**src/include/dram_test_regs.svh**
```systemverilog
// timing and size constants of the refresh counter test controller
// assumes a 10 MHz system clock driving both the sequencer and the memory pins
`ifndef DRAM_TEST_REGS_SVH
`define DRAM_TEST_REGS_SVH

`define CLK_PERIOD_NS 100
`define PAUSE_TIME_US 200
// least time, rounded up to whole cycles
`define PAUSE_CYCLES ((`PAUSE_TIME_US * 1000 + `CLK_PERIOD_NS - 1) / `CLK_PERIOD_NS)
`define PAUSE_CNT_W 12
`define INIT_LAST 3'h7
`define ROW_LAST 9'h1ff
`define FIRST_PATTERN 16'h0000

`endif

```
**src/include/dram_test_pkg.sv**
```systemverilog
// types shared by the counter test sequencer and the memory cycle engine
// assumes the constants header is included by each user
package dram_test_pkg;

  typedef enum logic [2:0] {
    OP_RAS_ONLY = 3'h0,
    OP_READ = 3'h1,
    OP_WRITE = 3'h2,
    OP_CBR_WRITE = 3'h3,
    OP_CBR_READ = 3'h4
  } op_type;

  typedef enum logic [6:0] {
    CY_IDLE = 7'h01,
    CY_ROW = 7'h02,
    CY_COL = 7'h04,
    CY_PRE = 7'h08,
    CY_CBR_CAS = 7'h10,
    CY_CBR_RAS = 7'h20,
    CY_CBR_GAP = 7'h40
  } cycle_state_type;

  typedef enum logic [8:0] {
    T_PAUSE = 9'h001,
    T_INIT = 9'h002,
    T_IDLE = 9'h004,
    T_NORM = 9'h008,
    T_CBR_WR = 9'h010,
    T_N_RD = 9'h020,
    T_N_WR = 9'h040,
    T_CBR_RD = 9'h080,
    T_DONE = 9'h100
  } test_state_type;

endpackage : dram_test_pkg

```
**src/verilog/dram_cycle.sv**
```systemverilog
// one memory cycle on the strobe pins: row-only refresh, read, early write,
// and the refresh counter test access; every pin is a flip-flop
// assumes one clock period (100 ns) covers each strobe phase of the part
`timescale 1ns/1ps
`include "dram_test_regs.svh"

module dram_cycle
  import dram_test_pkg::*;
(
  input wire logic clk,
  input wire logic rst_b,
  input wire logic start,
  input wire op_type op,
  input wire logic [8:0] row,
  input wire logic [8:0] col,
  input wire logic [15:0] wdata,
  output logic cycle_done,
  output logic [15:0] rdata,
  output logic ras_b,
  output logic lower_byte_column_strobe_b,
  output logic upper_byte_column_strobe_b,
  output logic we_b,
  output logic oe_b,
  output logic [8:0] addr,
  output logic [15:0] dq_out,
  output logic dq_oe,
  input wire logic [15:0] dq_in
);

  cycle_state_type state, next_state;
  op_type cur_op;
  logic [8:0] cur_row, cur_col;
  logic [15:0] cur_wdata;

  // the request is decoded in the cycle it arrives so pins move on the next edge
  wire take = (state == CY_IDLE) && start;
  wire op_type src_op = take ? op : cur_op;
  wire [8:0] src_row = take ? row : cur_row;
  wire [8:0] src_col = take ? col : cur_col;
  wire [15:0] src_wdata = take ? wdata : cur_wdata;
  wire is_cbr = (src_op == OP_CBR_WRITE) || (src_op == OP_CBR_READ);
  wire is_wr = (src_op == OP_WRITE) || (src_op == OP_CBR_WRITE);

  always_comb begin
    next_state = state;
    case (state)
      CY_IDLE: if (start) next_state = is_cbr ? CY_CBR_CAS : CY_ROW;
      CY_ROW: next_state = (src_op == OP_RAS_ONLY) ? CY_PRE : CY_COL;
      CY_CBR_CAS: next_state = CY_CBR_RAS;
      CY_CBR_RAS: next_state = CY_CBR_GAP;
      CY_CBR_GAP: next_state = CY_COL;
      CY_COL: next_state = CY_PRE;
      CY_PRE: next_state = CY_IDLE;
      default: next_state = CY_IDLE;
    endcase
  end

  // in a test access, column strobes fall before the row strobe, rise, then fall again for the access
  wire next_ras_low = (next_state == CY_ROW) || (next_state == CY_COL) ||
                      (next_state == CY_CBR_RAS) || (next_state == CY_CBR_GAP);
  // both byte strobes move together so all sixteen lanes take part
  wire next_cas_low = (next_state == CY_CBR_CAS) || (next_state == CY_CBR_RAS) || (next_state == CY_COL);
  // write enable is low before the column strobe falls: early write, outputs stay off
  wire next_we_low = is_wr && ((next_state == CY_ROW) || (next_state == CY_CBR_GAP) || (next_state == CY_COL));
  wire next_oe_low = !is_wr && (next_state == CY_COL);
  // data is held one cycle past the column strobe rise for the hold time
  wire next_dq_oe = is_wr && ((next_state == CY_ROW) || (next_state == CY_CBR_GAP) ||
                              (next_state == CY_COL) || (next_state == CY_PRE));
  // the row comes from the part's counter in a test access, so only the column is driven
  wire [8:0] next_addr = (next_state == CY_ROW) ? src_row : src_col;

  always_ff @(posedge clk or negedge rst_b) begin
    if (!rst_b) begin
      state <= CY_IDLE;
      cur_op <= OP_RAS_ONLY;
      cur_row <= 9'h000;
      cur_col <= 9'h000;
      cur_wdata <= 16'h0000;
    end else begin
      state <= next_state;
      cur_op <= src_op;
      cur_row <= src_row;
      cur_col <= src_col;
      cur_wdata <= src_wdata;
    end
  end

  always_ff @(posedge clk or negedge rst_b) begin
    if (!rst_b) begin
      ras_b <= 1'b1;
      lower_byte_column_strobe_b <= 1'b1;
      upper_byte_column_strobe_b <= 1'b1;
      we_b <= 1'b1;
      oe_b <= 1'b1;
      addr <= 9'h000;
      dq_out <= 16'h0000;
      dq_oe <= 1'b0;
    end else begin
      ras_b <= !next_ras_low;
      lower_byte_column_strobe_b <= !next_cas_low;
      upper_byte_column_strobe_b <= !next_cas_low;
      we_b <= !next_we_low;
      oe_b <= !next_oe_low;
      addr <= next_addr;
      dq_out <= src_wdata;
      dq_oe <= next_dq_oe;
    end
  end

  always_ff @(posedge clk or negedge rst_b) begin
    if (!rst_b) begin
      rdata <= 16'h0000;
      cycle_done <= 1'b0;
    end else begin
      if ((state == CY_COL) && !is_wr) rdata <= dq_in;
      cycle_done <= (state == CY_PRE);
    end
  end

  // second column fall while the row strobe is held low after a refresh
  cbr_second_fall_a: assert property (@(posedge clk) disable iff (!rst_b)
    ($fell(ras_b) && !lower_byte_column_strobe_b) |=> lower_byte_column_strobe_b ##1
      (!lower_byte_column_strobe_b && !ras_b && addr == cur_col))
    else $error("counter test access lacks second column strobe fall");

  early_write_order_a: assert property (@(posedge clk) disable iff (!rst_b)
    ($fell(lower_byte_column_strobe_b) && !ras_b && is_wr) |-> (!we_b && oe_b && dq_oe))
    else $error("write strobe not low before column strobe");

  standby_pins_a: assert property (@(posedge clk) disable iff (!rst_b)
    (state == CY_IDLE && $past(state) == CY_IDLE) |->
      (ras_b && lower_byte_column_strobe_b && upper_byte_column_strobe_b && !dq_oe))
    else $error("pins not in standby while idle");

  lanes_together_a: assert property (@(posedge clk) disable iff (!rst_b)
    lower_byte_column_strobe_b == upper_byte_column_strobe_b)
    else $error("byte column strobes differ");

endmodule : dram_cycle

```
**config.mk**
```make
export PLATFORM = sky130hd
export DESIGN_NAME = dram_cycle
export DESIGN_NICKNAME = d
export VERILOG_FILES = /design/src/include/dram_test_pkg.sv /design/src/verilog/dram_cycle.sv
export VERILOG_INCLUDE_DIRS = /design/src /design/src/include
export SDC_FILE = /design/constraint.sdc
export NUM_CORES = 1
export LEC_CHECK = 0
export BUFFER_PORTS_ARGS = -buffer_cell sky130_fd_sc_hd__buf_4
export CAP_MARGIN = 15
export CORE_ASPECT_RATIO = 2
export CORE_MARGIN = 1.5
export CORE_UTILIZATION = 41
export DETAILED_ROUTE_END_ITERATION = 8
export PLACE_DENSITY = 0.69
export SYNTH_ARGS = -nofsm -noshare
export SYNTH_HDL_FRONTEND = slang
export SYNTH_SLANG_ARGS = --single-unit
```
**constraint.sdc**
```tcl
create_clock -name clk -period 4 [get_ports clk]
set_clock_uncertainty 0.05 [all_clocks]
set_input_delay 0.2 -clock clk [delete_from_list [all_inputs] [get_ports clk]]
set_output_delay 0.2 -clock clk [all_outputs]
set_load 0.1 [all_outputs]
```
# Word-level counts from Yosys, hierarchy flattened
# Index checks and enable logic that the tools add are counted.
[word_totals]
register_bits = 75
out_inout_bits = 48
[classes]
n_eq_ne = 16
n_mux = 8
n_reduce_logical = 21
[ops]
columns = ["cell", "count"]
rows = [
  ["7-bit one-hot mux with 6 select lines", 1],
  ["9-bit two-way mux", 3],
  ["7-bit by 2-bit == test with 1-bit output (second input constant)", 2],
  ["7-bit by 3-bit == test with 1-bit output (second input constant)", 2],
  ["7-bit by 4-bit == test with 1-bit output (second input constant)", 2],
  ["7-bit by 5-bit == test with 1-bit output (second input constant)", 2],
  ["7-bit by 6-bit == test with 1-bit output (second input constant)", 2],
  ["7-bit == test (second input constant)", 2],
  ["1-bit logical OR", 10],
  ["7-bit by 1-bit == test with 1-bit output (second input constant)", 1],
  ["7-bit two-way mux", 1],
  ["3-bit by 2-bit == test with 1-bit output (second input constant)", 2],
  ["1-bit logical AND", 5],
  ["1-bit zero test", 5],
  ["5-bit two-way mux", 1],
  ["4-bit two-way mux", 1],
  ["3-bit == test (second input constant)", 1],
  ["3-bit zero test", 1],
  ["3-bit two-way mux", 1],
]

# Depth between registers and ports, before layout
[depth]
depth_word = 13
ltp_mapped = 7

# Least setup slack after synthesis
# No wires, ideal clock.
[synth_path]
path_type = "register -> register"
startpoint = "register state[0]"
endpoint = "register rdata[10]"
arrival_ns = 1.888
t_required_ns = 3.825
slack_ns = 1.937
path_stages_with_launch = 6
cell_sequence = "dfstp_2 > and4bb_2 > nor2b_1 > a2111oi_4 > buf_6 > mux2_2"
[synth_between]
elab_chain_len = 7
word_cells_on_any_way = 9
[synth_lines]
columns = ["item", "line_no", "source"]
rows = [
  ["from (decl)", "dram_cycle.sv:30", "cycle_state_type state, next_state;"],
  ["from (signal assigned)", "dram_cycle.sv:80", "state <= next_state;"],
  ["7-bit by 1-bit == test with 1-bit output", "dram_cycle.sv:36", "wire take = (state == CY_IDLE) && start;"],
  ["1-bit logical AND", "dram_cycle.sv:36", ""],
  ["3-bit two-way mux", "dram_cycle.sv:37", "wire op_type src_op = take ? op : cur_op;"],
  ["3-bit by 2-bit == test with 1-bit output", "dram_cycle.sv:42", "wire is_wr = (src_op == OP_WRITE) || (src_op == OP_CBR_WRITE);"],
  ["1-bit logical OR", "dram_cycle.sv:42", ""],
  ["1-bit zero test", "dram_cycle.sv:115", "if ((state == CY_COL) && !is_wr) rdata <= dq_in;"],
  ["1-bit logical AND *", "dram_cycle.sv:115", ""],
  ["to (signal assigned)", "dram_cycle.sv:115", ""],
  ["to (decl)", "dram_cycle.sv:18", "output logic [15:0] rdata,"],
]
# Mark *: on every way between the ends. The rest lies on a longest branch, timed or not.
# A chain may end at the register's enable or synchronous reset.

# Final worst setup path
[layout_path]
startpoint = "register state[0]"
endpoint = "register rdata[9]"
# Same word-level chain as after synthesis.

==> flow_metrics.py <==
metrics = {
    "clock_tree": {
        "clkSlewWorstSetupHoldPaths_ps": 60,
        "cts_max_path_buffers": 2,
        "cts-resized-gates": 0,
        "h-tree-depth": 3,
        "cts_made_buffers": 9,
        "cts_setup_buffers": 0,
        "clkLatencyLatePin_ps": 330,
        "cts_tree": "built",
        "clockRootBuffer": "clkbuf_16",
        "clkSinkCount": 66,
        "hold_buffers": 4,
    },
    "sta": {
        "grt_setup_unrepaired": "no",
        "tns_ps": 0,
        "relSlewSlack_pct": 29.46,
        "fin_crit_sh_pct": 61.18,
        "slew_violations": 0,
        "max_freq_ghz": 0.4086,
        "period_needed_ps": 2447,
        "tightest_slew_ps": 1058,
        "finalHoldViolCount": 0,
        "setup_viol": 0,
    },
    "synthesis": {
        "netlist_area_um2": 2676,
        "synth_edf_count": 0,
        "synth_top_family_by_area": "simple AND/OR/NAND/NOR gates",
        "synth-compound-area-share_pct": 5.937,
        "synth-xor-area-share_pct": 0.3273,
        "ys_types": 30,
        "synth-adder-area-share_pct": 0,
        "ys_seq_area_share_pct": 61.94,
        "synth_area_leader_cell": "dfrtp_1",
        "yosysWarningCount": 0,
        "synth_top_area_share_pct": 57.04,
        "synthSimpleGateAreaFrac_pct": 18.65,
        "synth_cells": 249,
        "synth.area.top_cells": "dfrtp_1 (57%), nand2_1 (13%), mux2_2 (6.7%), dfstp_2 (4.9%), mux2i_1 (3.7%)",
        "synth_fp_nets": 305,
        "ys.flop_type": "dfrtp_1",
        "ys_async_sr_fraction_pct": 100.0,
        "syn_avg_cell_area_um2": 10.75,
        "synth.mux.area_fraction_pct": 10.47,
        "ys_ff_latch": 66,
    },
    "setup_path": {
        "path_max_fanout": 16,
        "required_ps": 4160,
        "endpoint_kind": "register",
        "cp.arrival_ps": 2610,
        "worstSetupStartpointType": "register",
        "critPathKind": "register to register",
        "crit_start": "state[0]$_DFF_PN1_",
        "reg2reg_from": "state[0]$_DFF_PN1_",
    },
    "floorplanning": {
        "die_h_um": 117.3,
        "start_util_pct": 42.42,
        "fp.dieW_um": 60.13,
        "dieArea_um2": 7051,
        "ios": 104,
        "num_rows": 41,
        "coreArea_um2": 6310,
    },
    "routing": {
        "post_drt_via_cell_ratio": 4.736,
        "detail-route-antenna-nets": 0,
        "wl_per_cell_um": 13.14,
        "dr_total_vias": 2103,
        "drc": 0,
        "drtPass1Iterations": 4,
        "drt_iter0_markers": 58,
        "finalWirelength_mm": 5.832,
    },
    "layout": {
        "nNetsFinal": 409,
        "final_common_cell": "buf_4",
        "final_area_um2": 3862,
        "fillCellCount": 552,
        "antenna_cells": 0,
        "drive_above_1_share_pct": 40.22,
        "syn2layout_area_growth_pct": 44.32,
        "final_cell_mix": "buf_4 (104), nand2_1 (90), dfrtp_1 (61), mux2_2 (16), o21ai_0 (14)",
    },
    "global_routing": {
        "track_usage_pct": 17.92,
        "grt_overflow": 0,
        "antenna_found_initial": 0,
        "grt_start_max_net_pins": 67,
        "grt_pass1_wl_mm": 9.135,
        "grt_pass1_vias": 2110,
    },
    "placed_design": {
        "dpl_cell_area_um2": 3493,
        "dp_hpwl_mm": 4.095,
        "gp_congestion": 0.7682,
        "portBuffers": 103,
    },
    "flow_run": {
        "drv_cap": 0,
    },
    "hold_path": {
        "hold_start": "wdata[6]",
        "hold_class": "primary input to register",
    },
    "status": {
        "status": "complete, no violations",
    },
}
critical path, cell delays in order (launching register included):
cell and delay, ps:
dfstp_2 560, and4bb_2 310, nor2b_1 90, a2111oi_4 900
mux2_2 420
layer usage:
layer	part of all wire [%]	vias to the layer above	global-route usage, %
li1	-	1023	-
met5	0	-	0
met3	5.9	11	5.165
met2	54	68	30.94
met1	37	1001	18.27
met4	2.6	0	11.11
metrics by stage:
| step | worst slack, ps | utilization [%] | std cells | hold slack (ps) |
|---|---|---|---|---|
| finish | 1553 | 61.21 | 444 | 7.610 |
| global route | 1419 | 61.21 | 444 | 18.95 |
| CTS | 1515 | 61.21 | 444 | 1.041 |
| detailed placement | 1525 | 55.36 | 424 | 300.6 |
| global placement | 1593 | 55.36 | 424 | 291.7 |
| floorplan | 1937 | - | 249 | -145.6 |
flip-flops by register name, summed over array words and instances, names as in the netlist:
name / count
we_b: 1
addr: 9
rdata: 16
cur_op: 3
state: 7
upper_byte_column_strobe_b: 1
dq_oe: 1
cur_col: 9
oe_b: 1
cycle_done: 1
ras_b: 1
dq_out: 16
final timing paths:
kind	endpoint	slack (ps)	cells past startpoint
max	rdata[9]$_DFFE_PN0P_	1550	4
min	dq_out[6]$_DFFE_PN0N_	8	3
max reg2reg	rdata[9]$_DFFE_PN0P_	1550	4
min reg2reg	cur_col[5]$_DFF_PN0_	410	2
max in group asynchronous	dq_oe$_DFF_PN0_	2920	2
min in group asynchronous	dq_out[5]$_DFFE_PN0N_	450	2
cell families (layout without fill, tap and decap cells):
| group | after synthesis | after routing |
|---|---|---|
| mux | 26 | 26 |
| flops | 66 | 66 |
| xor+xnor | 1 | 1 |
| buf+inv | 15 | 124 |
| compound gates | 24 | 24 |
| simple gates | 117 | 117 |
cell type report:
class	count	area (um2)	share of cell area, %
Clock inverter	6	90.09	2.332
Clock buffer	10	239.0	6.187
Sequential cell	66	1658	42.92
Multi-Input combinational cell	168	947.2	24.52
Timing Repair Buffer	108	820.8	21.25
Tap cell	86	107.6	2.786
Yosys cell counts, drive strengths merged, types with 3 or more instances:
cell type,n
a21oi,4
buf,7
clkbuf,8
dfrtp,61
dfstp,5
mux2,16
mux2i,10
nand2,90
nand2b,3
nor2,6
nor2b,5
nor3,4
nor3b,3
o21ai,14
Power is left out: the tool's default activity adds up to more than one toggle a clock period on the data nets, which glitch-free logic cannot reach.
